--- config.mk ---
export PLATFORM = sky130hd
export DESIGN_NAME = bio_window_top
export DESIGN_NICKNAME = d
export VERILOG_FILES = /design/src/verilog/bio_pkg.sv /design/src/verilog/bio_underrun_cmp.sv /design/src/verilog/bio_window_top.sv
export SDC_FILE = /design/constraint.sdc
export NUM_CORES = 1
export LEC_CHECK = 0
export ABC_AREA = 0
export BUFFER_PORTS_ARGS = -buffer_cell sky130_fd_sc_hd__buf_2
export CORE_MARGIN = 1
export CORE_UTILIZATION = 45
export DETAILED_ROUTE_END_ITERATION = 7
export GPL_ROUTABILITY_DRIVEN = 0
export GPL_TIMING_DRIVEN = 0
export PLACE_DENSITY = 0.76
export SLEW_MARGIN = 20
export SYNTH_ARGS = -nofsm -noshare
export SYNTH_HDL_FRONTEND = slang
export SYNTH_HIERARCHICAL = 1
export SYNTH_SLANG_ARGS = --single-unit
--- constraint.sdc ---
create_clock -name sys_clk_i -period 3.9 [get_ports sys_clk_i]
set_input_delay 0.78 -clock sys_clk_i [delete_from_list [all_inputs] [get_ports sys_clk_i]]
set_output_delay 0.78 -clock sys_clk_i [all_outputs]
set_load 0.02 [all_outputs]
--- src/verilog/bio_pkg.sv ---
package bio_pkg;

  // ************************************************
  // Widths
  // ************************************************
  localparam int ADDR_W = 4;
  localparam int DATA_W = 16;
  localparam int LADDR_W = 11;
  localparam int PNUM_W = 6;

  // ************************************************
  // Window offsets and bank codes
  // ************************************************
  localparam logic [3:0] OFF_TX_CTRL = 4'h0;
  localparam logic [3:0] OFF_BANK_SEL = 4'he;
  localparam logic [3:0] OFF_CFG = 4'h0;
  localparam logic [2:0] BANK_TX = 3'h0;
  localparam logic [2:0] BANK_CFG = 3'h4;
  localparam logic [2:0] BANK_LAST = 3'h4;
  localparam logic [2:0] BANK_RST = 3'h0;
  localparam logic [7:0] SIG_BYTE = 8'h33;
  localparam logic [7:0] NONE_BYTE = 8'h33;

  // ************************************************
  // Transmit control fields
  // ************************************************
  localparam int TC_TXENA = 0;
  localparam int TC_LOOP = 1;
  localparam int TC_FORCOL = 2;
  localparam int TC_TXP_EN = 3;
  localparam int TC_PAD_EN = 7;
  localparam int TC_FCS_SUP = 8;
  localparam int TC_CAR_MON = 10;
  localparam int TC_FD_ACC = 11;
  localparam int TC_STP_SQE = 12;
  localparam int TC_PHY_LOOP = 13;
  localparam int TC_ET_TYPE = 14;
  localparam int TC_SW_FDX = 15;
  localparam logic [15:0] TX_CTRL_MASK = 16'hfd8f;
  localparam logic [15:0] TX_CTRL_RST = 16'h0000;

  // ************************************************
  // Configuration option and status fields
  // ************************************************
  localparam int CO_SRST = 7;
  localparam int CO_LEV_IRQ = 6;
  localparam int CO_WR_ATTR = 2;
  localparam int CO_FUNC_EN = 0;
  localparam int CS_IO8 = 5;
  localparam int CS_PWRDN = 2;
  localparam logic [7:0] CFG_OPT_MASK = 8'h85;
  localparam logic [7:0] CFG_OPT_RST = 8'h00;
  localparam logic [7:0] CFG_OPT_RO = 8'h40;
  localparam logic [7:0] CFG_STS_MASK = 8'h24;
  localparam logic [7:0] CFG_STS_RST = 8'h00;

endpackage : bio_pkg

--- src/verilog/bio_underrun_cmp.sv ---
`timescale 1ns/1ps
module bio_underrun_cmp
  import bio_pkg::*;
(
  input wire logic sys_clk_i,
  input wire logic srst_i,
  input wire logic early_tx_enable_i,
  input wire logic compare_type_i,
  input wire logic [LADDR_W-1:0] dma_tx_addr_i,
  input wire logic [LADDR_W-1:0] load_addr_i,
  input wire logic [PNUM_W-1:0] tx_pkt_num_i,
  input wire logic [PNUM_W-1:0] load_pkt_num_i,
  output logic force_underrun_o
);

  logic ahead;
  logic same_pkt;
  logic force_nxt;

  assign ahead = dma_tx_addr_i > load_addr_i;
  assign same_pkt = tx_pkt_num_i == load_pkt_num_i;
  // Type 1 only starves DMA when both sides work on one packet
  assign force_nxt = early_tx_enable_i & ahead & (~compare_type_i | same_pkt); // [RULE_16] [RULE_17]

  always_ff @(posedge sys_clk_i)
  begin
    if (srst_i)
      force_underrun_o <= 1'b0;
    else
      force_underrun_o <= force_nxt;
  end
endmodule : bio_underrun_cmp

--- src/verilog/bio_window_top.sv ---
`timescale 1ns/1ps
// Notes on behaviour
// [RULE_01] Window decodes sixteen byte locations; register depends on selected bank.
// [RULE_02] Offset E reaches the bank selection register in every bank.
// [RULE_03] Bank codes 0 to 4 select banks; codes 5 to 7 select none.
// [RULE_04] Bank selection register stays readable and writable for any bank code.
// [RULE_05] Bank selection register is inaccessible during power down.
// [RULE_06] Nonexistent bank: writes dropped, byte reads return 33h.
// [RULE_07] Upper byte of bank selection always reads 33h.
// [RULE_08] All five banks reachable in both modes; bank 4 holds configuration.
// [RULE_09] Offset addresses even byte or word; odd byte at offset plus one.
// [RULE_10] Window works as an 8-bit or a 16-bit I/O space.
// [RULE_11] In 16-bit mode every register takes word and byte accesses.
// [RULE_12] Hard reset: bank field zero, transmit control bits zero.
// [RULE_13] Suppress bit set stops frame check append; clear appends it.
// [RULE_14] Switched full duplex: no deferral, no collision detection.
// [RULE_15] Switched full duplex forces duplex accept on, carrier monitor off.
// [RULE_16] Compare type 0: force underrun when DMA address passes load address.
// [RULE_17] Compare type 1: also require matching packet numbers.
// [RULE_18] PHY block loopback loops serial data, skipping the encoder, default off.
// [RULE_19] Host soft resets after leaving PHY block loopback.
// [RULE_20] Soft reset clears function registers and holds ready pin low.
// [RULE_21] Power down from power down bit, or function disabled in PCMCIA mode.
// [RULE_22] Undefined bits ignore writes and read zero.
module bio_window_top
  import bio_pkg::*;
(
  input wire logic sys_clk_i,
  input wire logic srst_i,
  input wire logic [ADDR_W-1:0] host_addr_i,
  input wire logic host_rd_i,
  input wire logic host_wr_i,
  input wire logic host_word_i,
  input wire logic [DATA_W-1:0] host_wdata_i,
  output logic [DATA_W-1:0] host_rdata_o,
  output logic host_rvalid_o,
  input wire logic host_bus16_i,
  input wire logic pcmcia_mode_i,
  input wire logic early_tx_enable_i,
  input wire logic [LADDR_W-1:0] dma_tx_addr_i,
  input wire logic [LADDR_W-1:0] load_addr_i,
  input wire logic [PNUM_W-1:0] tx_pkt_num_i,
  input wire logic [PNUM_W-1:0] load_pkt_num_i,
  output logic [2:0] bank_o,
  output logic io_16bit_o,
  output logic fcs_append_o,
  output logic csma_enable_o,
  output logic full_duplex_accept_o,
  output logic carrier_monitor_o,
  output logic phy_loopback_o,
  output logic encdec_loopback_o,
  output logic tx_enable_o,
  output logic pad_enable_o,
  output logic force_collision_o,
  output logic stop_on_sqe_o,
  output logic force_underrun_o,
  output logic power_down_o,
  output logic int_ready_o,
  output logic attr_write_en_o
);

  // ************************************************
  // State
  // ************************************************
  logic [2:0] bank_r;
  logic [2:0] bank_nxt;
  logic [15:0] tx_r;
  logic [15:0] tx_nxt;
  logic [7:0] cfg_opt_r;
  logic [7:0] cfg_opt_nxt;
  logic [7:0] cfg_sts_r;
  logic [7:0] cfg_sts_nxt;
  logic [15:0] rdata_r;
  logic [15:0] rdata_nxt;
  logic rvalid_r;

  // ************************************************
  // Address decode
  // ************************************************
  logic [3:0] word_off;
  logic word_acc;
  logic hi_sel;
  logic bank_exists;
  logic hit_bsel;
  logic hit_tx;
  logic hit_cfg;
  logic pwr_down;
  logic blocked;
  logic wr_ok;
  logic wr_lo;
  logic wr_hi;
  logic [7:0] wd_lo;
  logic [7:0] wd_hi;
  logic soft_hold;
  logic srst_set;

  assign word_off = {host_addr_i[3:1], 1'b0}; // [RULE_01]
  // Narrow bus forces byte cycles even if a word is requested
  assign io_16bit_o = host_bus16_i & ~cfg_sts_r[CS_IO8]; // [RULE_10]
  assign word_acc = host_word_i & io_16bit_o; // [RULE_11]
  assign hi_sel = ~word_acc & host_addr_i[0]; // [RULE_09]
  assign bank_exists = bank_r <= BANK_LAST; // [RULE_03]
  assign hit_bsel = word_off == OFF_BANK_SEL; // [RULE_02] [RULE_04]
  assign hit_tx = (bank_r == BANK_TX) && (word_off == OFF_TX_CTRL);
  // Bank 4 decode does not look at the bus mode
  assign hit_cfg = (bank_r == BANK_CFG) && (word_off == OFF_CFG); // [RULE_08]

  assign pwr_down = cfg_sts_r[CS_PWRDN] | (pcmcia_mode_i & ~cfg_opt_r[CO_FUNC_EN]); // [RULE_21]
  // Configuration word stays open so power down can be undone
  assign blocked = pwr_down & ~hit_cfg; // [RULE_05]
  assign wr_ok = host_wr_i & ~blocked;
  assign wr_lo = wr_ok & (word_acc | ~host_addr_i[0]); // [RULE_09]
  assign wr_hi = wr_ok & (word_acc | host_addr_i[0]); // [RULE_09]
  assign wd_lo = host_wdata_i[7:0];
  assign wd_hi = word_acc ? host_wdata_i[15:8] : host_wdata_i[7:0];

  assign soft_hold = cfg_opt_r[CO_SRST];
  assign srst_set = hit_cfg & wr_lo & wd_lo[CO_SRST] & ~soft_hold;

  // ************************************************
  // Next values
  // ************************************************
  always_comb
  begin
    bank_nxt = bank_r;
    if (srst_set)
      bank_nxt = BANK_RST; // [RULE_20]
    else if (hit_bsel && wr_lo)
      bank_nxt = wd_lo[2:0]; // [RULE_04]
  end

  always_comb
  begin
    tx_nxt = tx_r;
    if (hit_tx && wr_lo)
      tx_nxt[7:0] = wd_lo & TX_CTRL_MASK[7:0]; // [RULE_22]
    if (hit_tx && wr_hi)
      tx_nxt[15:8] = wd_hi & TX_CTRL_MASK[15:8]; // [RULE_22]
    if (soft_hold || srst_set)
      tx_nxt = TX_CTRL_RST; // [RULE_20]
  end

  always_comb
  begin
    cfg_opt_nxt = cfg_opt_r;
    if (hit_cfg && wr_lo)
      cfg_opt_nxt = wd_lo & CFG_OPT_MASK; // [RULE_22]
  end

  always_comb
  begin
    cfg_sts_nxt = cfg_sts_r;
    if (hit_cfg && wr_hi)
      cfg_sts_nxt = wd_hi & CFG_STS_MASK; // [RULE_22]
    if (soft_hold || srst_set)
      cfg_sts_nxt = CFG_STS_RST; // [RULE_20]
  end

  // ************************************************
  // Read path
  // ************************************************
  logic [15:0] rd_word;
  logic [15:0] bsel_word;
  logic [15:0] cfg_word;
  logic [15:0] lane_word;

  assign bsel_word = {SIG_BYTE, 5'h00, bank_r}; // [RULE_07] [RULE_22]
  assign cfg_word = {cfg_sts_r, cfg_opt_r | CFG_OPT_RO};

  always_comb
  begin
    if (blocked)
      rd_word = 16'h0000; // [RULE_05]
    else if (hit_bsel)
      rd_word = bsel_word; // [RULE_02]
    else if (!bank_exists)
      rd_word = {NONE_BYTE, NONE_BYTE}; // [RULE_06]
    else if (hit_tx)
      rd_word = tx_r;
    else if (hit_cfg)
      rd_word = cfg_word; // [RULE_08]
    else
      rd_word = 16'h0000;
  end

  // Byte reads come back on the low lane
  assign lane_word = word_acc ? rd_word
                              : {8'h00, hi_sel ? rd_word[15:8] : rd_word[7:0]}; // [RULE_09]
  assign rdata_nxt = host_rd_i ? lane_word : rdata_r;

  // ************************************************
  // Flops
  // ************************************************
  always_ff @(posedge sys_clk_i)
  begin
    if (srst_i)
    begin
      bank_r <= BANK_RST; // [RULE_12]
      tx_r <= TX_CTRL_RST; // [RULE_12]
      cfg_opt_r <= CFG_OPT_RST;
      cfg_sts_r <= CFG_STS_RST;
    end
    else
    begin
      bank_r <= bank_nxt;
      tx_r <= tx_nxt;
      cfg_opt_r <= cfg_opt_nxt;
      cfg_sts_r <= cfg_sts_nxt;
    end
  end

  always_ff @(posedge sys_clk_i)
  begin
    if (srst_i)
    begin
      rdata_r <= 16'h0000;
      rvalid_r <= 1'b0;
    end
    else
    begin
      rdata_r <= rdata_nxt;
      rvalid_r <= host_rd_i;
    end
  end

  // ************************************************
  // Transmit control effects
  // ************************************************
  logic sw_fdx;

  assign sw_fdx = tx_r[TC_SW_FDX];
  assign fcs_append_o = ~tx_r[TC_FCS_SUP]; // [RULE_13]
  // Transmit and receive decouple: no deferral, no collision sense
  assign csma_enable_o = ~sw_fdx; // [RULE_14]
  assign full_duplex_accept_o = sw_fdx | tx_r[TC_FD_ACC]; // [RULE_15]
  assign carrier_monitor_o = ~sw_fdx & tx_r[TC_CAR_MON]; // [RULE_15]
  // Serial loop before the encoder; datapath must restart after it
  assign phy_loopback_o = tx_r[TC_PHY_LOOP]; // [RULE_18] [RULE_19]
  assign encdec_loopback_o = tx_r[TC_LOOP];
  assign tx_enable_o = tx_r[TC_TXENA];
  assign pad_enable_o = tx_r[TC_PAD_EN];
  assign force_collision_o = tx_r[TC_FORCOL];
  assign stop_on_sqe_o = tx_r[TC_STP_SQE];
  assign bank_o = bank_r;
  assign power_down_o = pwr_down;
  assign int_ready_o = ~soft_hold; // [RULE_20]
  assign attr_write_en_o = cfg_opt_r[CO_WR_ATTR];
  assign host_rdata_o = rdata_r;
  assign host_rvalid_o = rvalid_r;

  bio_underrun_cmp u_underrun
  (
    .sys_clk_i(sys_clk_i),
    .srst_i(srst_i),
    .early_tx_enable_i(early_tx_enable_i),
    .compare_type_i(tx_r[TC_ET_TYPE]), // [RULE_16] [RULE_17]
    .dma_tx_addr_i(dma_tx_addr_i),
    .load_addr_i(load_addr_i),
    .tx_pkt_num_i(tx_pkt_num_i),
    .load_pkt_num_i(load_pkt_num_i),
    .force_underrun_o(force_underrun_o)
  );
endmodule : bio_window_top

==> results.json, run 1 <==
{
  "startpoint_type": "input pin",
  "r2r_cells": 6,
  "fin_worst_skew_ns": 0.00351,
  "wl_met1_um": 2860,
  "ys_seq_area_frac": 0.324,
  "status": "complete, no violations",
  "synth_cells": 288,
  "start_util": 0.481,
  "synth_top_area_share": 0.324,
  "maxSlewViolCount": 0,
  "dpl-instance-area_sq_um": 2910,
  "cts.path.max_buffers": 2,
  "grt_pass1_wl_um": 11200,
  "holdBufCountCts": 0,
  "die_x_um": 74.2,
  "tritoncts": "yes",
  "vias": 2609,
  "yosys.area_share.simple": 0.240,
  "setup_viol": 0,
  "peakVddDrop_v": 0.000136,
  "yosys-top-cells-area": "dfxtp_1 32%, ha_1 5.9%, a21oi_1 4.7%, nand4_1 4.5%, inv_1 3.7%",
  "drive_above_1_share": 0.315,
  "die_h_um": 74.2,
  "async_flop_share": 0,
  "ant_nets": 0,
  "yosysUniqueCellTypes": 54,
  "critical_path.endpoint_type": "output port",
  "dp_hpwl_um": 5290,
  "synth_mux_area_frac": 0.0549,
  "synth-xor-area-share": 0.0256,
  "track_usage": 0.265,
  "hold_path.class": "reg2reg",
  "cts-root-buf": "clkbuf_8",
  "crit_required_ns": 3.12,
  "drt-pass1-iter-count": 4,
  "min_path_cells": 2,
  "min_period_over_period": 0.701,
  "routed.top_layer": "met4",
  "yosys.area.top_type": "dfxtp_1",
  "p_total_uw": 853,
  "slew_headroom": 0.593,
  "via_per_inst": 5.70,
  "antenna_found_initial": 0,
  "core.rowCount": 25,
  "max_freq_mhz": 366,
  "hold_viol_final": 0,
  "grt_pass1_vias": 2506,
  "rr_startpoint": "bank_o[2]$_SDFFE_PP0P_",
  "path_clk_slew_ns": 0.08,
  "antenna_cells": 0,
  "cp_max_fo": 10,
  "die_area_sq_um": 5510,
  "cts_setup_buffers": 0,
  "insertion_delay_ns": 0.30,
  "fin_area_sq_um": 3000,
  "grt_start_max_net_pins": 13,
  "ys_seq_elements": 38,
  "synth_edf_count": 0,
  "hold_start": "host_rdata_o[15]$_SDFFE_PP0P_",
  "fill_cells": 503,
  "p_leak_uw": 0.00129,
  "mostFrequentLayoutCells": "97 x buf_2, 38 x dfxtp_1, 23 x inv_1",
  "avgSynthCellArea_sq_um": 8.15,
  "cts_resized": 0,
  "finalCriticalPeriod_ns": 2.73,
  "clkSinkCount": 38,
  "syn_area_sq_um": 2350,
  "wl_um": 6790,
  "final_nets": 463,
  "rsz0062_at_grt": "false",
  "area_growth_pct": 27.9,
  "layout_commonest_cell": "buf_2",
  "seqCellArea_sq_um": 761,
  "dr_wl_met3_um": 507,
  "cp.arrival_ns": 1.95,
  "maxCapViolCount": 0,
  "final.setup.tns_ns": 0,
  "multi_input_area_sq_um": 1420,
  "placed_cells": 450,
  "io_buffers": 95,
  "route.met2.wl_um": 3280,
  "min_to": "host_rdata_o[15]$_SDFFE_PP0P_",
  "hold-worst-slack_ns": 0.456,
  "post-route-drc-count": 0,
  "core_area_sq_um": 4880,
  "dr.first_iter.drc_count": 156,
  "rrSetupSlack_ns": 1.73,
  "h-tree-depth": 2,
  "syn-num-nets": 361,
  "r2r-end": "tx_r[15]$_SDFFE_PP0P_",
  "grt.overflow.total": 0,
  "worstMarginPinSlew_ns": 0.606,
  "yosys_warnings": 6,
  "io_pins": 97,
  "power_density_nw_per_um2": 284,
  "wire_per_inst_um": 14.8,
  "synth_top_family_by_area": "simple AND/OR/NAND/NOR gates",
  "crit_type": "in2out",
  "ys.flop_type": "dfxtp_1",
  "synth-adder-area-share": 0.0586,
  "numCtsBuffers": 5,
  "synth_compound_area_frac": 0.227,
  "final_cells": 458
}
## power by group
part           total (uW)  leakage [uW]  internal, uW  switching (uW)
combinational         161      0.000930          65.5            95.3
sequential            399      0.000308           395            4.38
clock                 293     0.0000472           142             151
total                 853       0.00129           603             251
## kinds of logic (layout without fill, tap and decap cells)
group	count (synthesis)	in the layout
AO/OA/AOI/OAI	77	77
XOR/XNOR	6	6
adder cells (fa/ha/maj)	11	11
buffers and inverters	42	145
flip-flops	38	38
multiplexers	12	12
AND/OR/NAND/NOR	102	102
## cell usage after synthesis (2+ instances only)
| cell type | n |
|---|---|
| dfxtp_1 | 38 |
| inv_1 | 23 |
| a21oi_1 | 22 |
| nand4_1 | 17 |
| nand2_1 | 16 |
| clkbuf_1 | 15 |
| nor2_1 | 15 |
| a31oi_1 | 11 |
| ha_1 | 11 |
| nor3_1 | 11 |
| nand3_1 | 10 |
| o21ai_0 | 8 |
| mux2_2 | 7 |
| nor4_1 | 7 |
| o31ai_1 | 7 |
| a311oi_1 | 6 |
| nor2b_1 | 6 |
| mux2i_1 | 5 |
| nand2b_1 | 4 |
| o2111ai_1 | 4 |
| xnor2_1 | 4 |
| o211ai_1 | 3 |
| o311ai_1 | 3 |
| a211oi_1 | 2 |
| buf_2 | 2 |
| nand3b_1 | 2 |
| or2_2 | 2 |
## routing by layer
| metal | up-vias | track usage |
|---|---|---|
| li1 | 1281 | - |
| met1 | 1193 | 0.324 |
| met2 | 120 | 0.458 |
| met3 | 15 | 0.0515 |
| met4 | 0 | 0.105 |
| met5 | - | 0 |
## final cells by class
type,count,area share
repair buffers,95,0.158
multi-input cells,208,0.474
clock inverters,2,0.00417
well taps,67,0.0279
inverters,23,0.0288
flip-flops and latches,38,0.253
plain buffers,19,0.0258
clock buffers,6,0.0275
## registers in the layout, summed over array words and instances, names as in the netlist
register                     cells
host_rvalid_o                    1
cfg_sts_r                        2
u_underrun/force_underrun_o      1
tx_r                            12
host_rdata_o                    16
bank_o                           3
cfg_opt_r                        3
## worst max-delay path, cell delays in order
cell and delay (ns):
buf_2 0.09, nor2b_1 0.12, clkbuf_1 0.20, nor2_1 0.50, inv_1 0.07, buf_2 0.18
## metrics by stage
step / util / worst slack (ns)
final: 0.615 / 1.17
after global routing: 0.615 / 1.04
after CTS: 0.615 / 1.19
after detailed placement: 0.596 / 1.18
after global placement: 0.596 / 1.17
after floorplan: - / 1.52
## how the worst max path moves through the flow
stage	from	end	slack, ns	cells past startpoint
6_report	pcmcia_mode_i	power_down_o	1.17	6
3_5_place_dp	pcmcia_mode_i	power_down_o	1.18	6
4_1_cts	pcmcia_mode_i	power_down_o	1.19	6
5_1_grt	pcmcia_mode_i	power_down_o	1.04	6
2_1_floorplan	pcmcia_mode_i	power_down_o	1.52	4
3_3_place_gp	pcmcia_mode_i	power_down_o	1.17	6
Note: power is estimated with default switching activity, not from simulation.
==> run 2, diff against run 1 <==
CORE_UTILIZATION = 44   (was 45)
PLACE_DENSITY = 0.77   (was 0.76)
clock period = 2.5 ns   (was 3.9 ns; I/O delays follow)
==> run 2 against run 1 <==
Compared with the run above: via count rose by 0.73%; utilization fell by 2.3 points; first-iteration DRC count rose by 58%; total power rose by 66%; die area rose by 2.2%; register-to-register slack got worse by 1.3 ns; global-route usage fell by 0.94 points; sequential power rose by 56%; worst setup slack got worse by 0.83 ns; design area rose by 0.71%; clock skew fell by 0.0018 ns; critical path type unchanged; critical endpoint unchanged.
==> results.json, run 2 (synthesis gave the netlist of run 1 again) <==
{
  "status": "complete, no violations",
  "antenna_cells": 0,
  "vias": 2628,
  "maxSlewViolCount": 0,
  "io_buffers": 95,
  "max_freq_mhz": 462,
  "p_int_uw": 1040,
  "p_switching_uw": 374,
  "hold_path.class": "reg2reg",
  "cts.path.max_buffers": 2,
  "rsz0062_at_grt": "false",
  "die_x_um": 75.0,
  "wl_um": 6800,
  "layout_commonest_cell": "buf_2",
  "ant_nets": 0,
  "area_growth_pct": 28.8,
  "final_nets": 463,
  "worstMarginPinSlew_ns": 0.597,
  "grt_start_max_net_pins": 12,
  "grt.overflow.total": 0,
  "cp.arrival_ns": 1.67,
  "dp_hpwl_um": 5340,
  "final.setup.tns_ns": 0,
  "h-tree-depth": 2,
  "startpoint_type": "input pin",
  "clockPowerShare": 0.379,
  "largest_reg_flops": 16,
  "power_switching_share": 0.265,
  "setup_viol": 0,
  "die_h_um": 75.0,
  "tritoncts": "yes",
  "cts-root-buf": "clkbuf_8",
  "finalCriticalPeriod_ns": 2.17,
  "drive_above_1_share": 0.313,
  "mostFrequentLayoutCells": "97 x buf_2, 38 x dfxtp_1, 23 x inv_1",
  "grt_pass1_wl_um": 11000,
  "core.rowCount": 26,
  "cts_resized": 0,
  "antenna_found_initial": 0,
  "crit_required_ns": 2.00,
  "via_per_inst": 5.71,
  "seq_power_share": 0.441,
  "min_period_over_period": 0.866,
  "cp_max_fo": 10,
  "p_leak_uw": 0.00130,
  "power_density_nw_per_um2": 467,
  "dr.first_iter.drc_count": 247,
  "wire_per_inst_um": 14.8,
  "grt_pass1_vias": 2464,
  "hold_viol_final": 0,
  "clkSinkCount": 38,
  "combPwrFrac": 0.180,
  "maxCapViolCount": 0,
  "path_clk_slew_ns": 0.07,
  "post-route-drc-count": 0,
  "start_util": 0.460,
  "hold-worst-slack_ns": 0.453,
  "numCtsBuffers": 5,
  "drt-pass1-iter-count": 5,
  "slew_headroom": 0.599,
  "p_total_uw": 1410,
  "critical_path.endpoint_type": "output port",
  "holdBufCountCts": 0,
  "io_pins": 97,
  "core_area_sq_um": 5110,
  "crit_type": "in2out",
  "peakVddDrop_v": 0.000254,
  "insertion_delay_ns": 0.29,
  "cts_setup_buffers": 0,
  "track_usage": 0.255,
  "fin_worst_skew_ns": 0.00173,
  "die_area_sq_um": 5630
}
## run 2: changes by cell type in the layout (fill, tap and decap cells not counted), sizes merged
cell      previous run  this run
bufinv               0         1
clkinv               1         0
clkinvlp             1         0
## run 2: per-stage QoR
| stage | cell area (sq um) | util | cells | setup WS, ns |
|---|---|---|---|---|
| after floorplan | 2350 | - | 288 | 0.604 |
| after global placement | 2910 | 0.570 | 453 | 0.237 |
| after detailed placement | 2910 | 0.570 | 453 | 0.203 |
| after CTS | 3020 | 0.592 | 460 | 0.358 |
| after global routing | 3020 | 0.592 | 460 | 0.169 |
| final | 3020 | 0.592 | 460 | 0.334 |
## run 2: cell type report
| type | count | area, sq um |
|---|---|---|
| inverters | 23 | 86.3 |
| clock inverters | 1 | 30.0 |
| multi-input cells | 208 | 1420 |
| flip-flops and latches | 38 | 761 |
| well taps | 70 | 87.6 |
| clock buffers | 6 | 82.6 |
| fillers | 496 | 2080 |
| repair buffers | 95 | 475 |
| plain buffers | 19 | 77.6 |
## run 2: routing by layer
layer | wire length [um] | up-vias | track usage
met1 | 2860 | 1176 | 0.323
met2 | 3190 | 151 | 0.436
met4 | 117 | 0 | 0.0901
met5 | 0 | - | 0
met3 | 635 | 15 | 0.0442
li1 | - | 1286 | -
## run 2: worst max-delay path: stages
cell	delay, ns
buf_2	0.09
nor2b_1	0.11
clkbuf_1	0.21
nor2_1	0.49
inv_1	0.08
buf_2	0.18
## run 2: final timing paths
kind,from,endpoint,slack (ns),cells after the start
worst min-delay path,host_rdata_o[15]$_SDFFE_PP0P_,host_rdata_o[15]$_SDFFE_PP0P_,0.45,2
worst max register to register,bank_o[2]$_SDFFE_PP0P_,tx_r[15]$_SDFFE_PP0P_,0.39,6
worst min register to register,host_rdata_o[15]$_SDFFE_PP0P_,host_rdata_o[15]$_SDFFE_PP0P_,0.45,2
worst max-delay path,pcmcia_mode_i,power_down_o,0.33,6
## run 2: power groups by stage
stage / registers (uW) / logic (uW) / clock network [uW]
5_1_grt: 624 / 280 / 563
3_5_place_dp: 637 / 250 / 0
2_1_floorplan: 648 / 133 / 0
6_report: 623 / 254 / 535
4_1_cts: 623 / 251 / 542
3_3_place_gp: 637 / 243 / 0
==> run 3, diff against run 2 <==
REMOVE_ABC_BUFFERS = 1   (was default)
==> run 3 against run 2 <==
Compared with the run above: critical path depth fell by 2; die area unchanged; worst hold slack improved by 0.00077 ns; total power down 2.5%; critical path type is now reg2reg; critical endpoint is now host_rdata_o[0]$_SDFFE_PP0P_; largest power group unchanged; highest routed layer unchanged.
==> results.json, run 3 (synthesis gave the netlist of run 1 again) <==
{
  "status": "complete, no violations",
  "peakVddDrop_v": 0.000285,
  "mostFrequentLayoutCells": "95 x buf_2, 38 x dfxtp_1, 23 x inv_1",
  "wire_per_inst_um": 14.4,
  "finalCriticalPeriod_ns": 2.25,
  "fill_cells": 492,
  "grt_pass1_wl_um": 9960,
  "rrSetupSlack_ns": 0.25,
  "drt-pass1-iter-count": 4,
  "final_nets": 445,
  "final_cells": 443,
  "power_density_nw_per_um2": 467,
  "vias": 2499,
  "r2r-end": "host_rdata_o[0]$_SDFFE_PP0P_",
  "crit_type": "reg2reg",
  "setup_viol": 0,
  "antenna_found_initial": 0,
  "io_buffers": 95,
  "post-route-drc-count": 0,
  "fin_worst_skew_ns": 0.00739,
  "core.rowCount": 26,
  "ant_nets": 0,
  "die_area_sq_um": 5630,
  "antenna_cells": 0,
  "cts.path.max_buffers": 2,
  "track_usage": 0.233,
  "startpoint_type": "flip-flop",
  "numCtsBuffers": 5,
  "grt_pass1_vias": 2116,
  "placed_cells": 435,
  "path_clk_slew_ns": 0.07,
  "p_leak_uw": 0.00127,
  "tritoncts": "yes",
  "grt.overflow.total": 0,
  "insertion_delay_ns": 0.29,
  "cts_setup_buffers": 0,
  "rr_startpoint": "cfg_sts_r[5]$_SDFFE_PP0P_",
  "largest_reg_flops": 16,
  "crit_required_ns": 2.70,
  "die_x_um": 75.0,
  "critical_path.endpoint_type": "flip-flop",
  "slew_headroom": 0.319,
  "area_growth_pct": 25.8,
  "worstSetupEndpoint": "host_rdata_o[0]$_SDFFE_PP0P_",
  "cp.arrival_ns": 2.45,
  "h-tree-depth": 2,
  "worstMarginPinSlew_ns": 1.02,
  "min_period_over_period": 0.898,
  "dp_hpwl_um": 4710,
  "cts-root-buf": "clkbuf_8",
  "clkSinkCount": 38,
  "via_per_inst": 5.64,
  "path_cells": "and3b_1 -> nor2_1 -> o211ai_1 -> a311oi_1",
  "die_h_um": 75.0,
  "io_pins": 97,
  "start_util": 0.460,
  "cp_max_fo": 13,
  "layout_commonest_cell": "buf_2",
  "cts_resized": 0,
  "holdBufCountCts": 0,
  "slowest_stage": "nor2_1",
  "slowest_delay_ns": 0.85,
  "maxSlewViolCount": 0,
  "p_total_uw": 1380,
  "wl_um": 6390,
  "drive_above_1_share": 0.322,
  "core_area_sq_um": 5110,
  "max_freq_mhz": 445,
  "hold_viol_final": 0,
  "maxCapViolCount": 0,
  "grt_start_max_net_pins": 24,
  "dr.first_iter.drc_count": 166,
  "startpoint": "cfg_sts_r[5]$_SDFFE_PP0P_",
  "rsz0062_at_grt": "false",
  "hold_path.class": "reg2reg",
  "r2r_cells": 4
}
-- run 3: final cells by class --
class / instances / area, sq um / area share
Inverter: 23 / 86.3 / 0.0292
Timing Repair Buffer: 96 / 483 / 0.164
Clock inverter: 1 / 30.0 / 0.0102
Clock buffer: 7 / 76.3 / 0.0258
Sequential cell: 38 / 761 / 0.258
Tap cell: 70 / 87.6 / 0.0297
Multi-Input combinational cell: 208 / 1430 / 0.484
-- run 3: worst min path at each step --
| stage | startpoint | to | slack, ns | cells past startpoint |
|---|---|---|---|---|
| 3_5_place_dp | host_rdata_o[15]$_SDFFE_PP0P_ | host_rdata_o[15]$_SDFFE_PP0P_ | 0.45 | 2 |
| 2_1_floorplan | tx_r[3]$_SDFFE_PP0P_ | tx_r[3]$_SDFFE_PP0P_ | 0.44 | 2 |
| 4_1_cts | host_rdata_o[15]$_SDFFE_PP0P_ | host_rdata_o[15]$_SDFFE_PP0P_ | 0.46 | 2 |
| 6_report | host_rdata_o[15]$_SDFFE_PP0P_ | host_rdata_o[15]$_SDFFE_PP0P_ | 0.45 | 2 |
| 3_3_place_gp | host_rdata_o[15]$_SDFFE_PP0P_ | host_rdata_o[15]$_SDFFE_PP0P_ | 0.44 | 2 |
| 5_1_grt | early_tx_enable_i | u_underrun/force_underrun_o$_SDFF_PP0_ | 0.47 | 3 |
-- run 3: power breakdown --
| group | internal (uW) | switching, uW | leakage, uW |
|---|---|---|---|
| combinational | 97.9 | 144 | 0.000905 |
| sequential | 616 | 7.73 | 0.000308 |
| clock | 299 | 213 | 0.0000524 |
| total | 1010 | 365 | 0.00127 |
-- run 3: critical path, delay by kind of cell, from the launching register on --
| kind | cells | cell delay, ns |
|---|---|---|
| DFF | 1 | 0.42 |
| AOI/OAI and AO/OA | 2 | 0.49 |
| and+or+nand+nor | 2 | 1.24 |
-- run 3: per-layer routing --
layer | routed length [um] | track usage | up-vias | share of wire
met1 | 2880 | 0.312 | 1162 | 0.45
met2 | 3110 | 0.363 | 83 | 0.49
li1 | - | - | 1245 | -
met4 | 88 | 0.0860 | 0 | 0.014
met3 | 313 | 0.0589 | 9 | 0.049
met5 | 0 | 0 | - | 0
-- run 3: stage by stage --
stage / setup TNS [ns] / utilization / hold WS [ns] / setup slack, ns / cell area [sq um]
after floorplan: 0 / - / 0.444 / 0.361 / 2270
after global placement: -2.41 / 0.555 / 0.440 / -0.231 / 2830
after detailed placement: 0 / 0.557 / 0.449 / 0.137 / 2850
after CTS: 0 / 0.578 / 0.457 / 0.281 / 2950
after global routing: 0 / 0.578 / 0.474 / 0.0981 / 2950
final: 0 / 0.578 / 0.454 / 0.255 / 2950
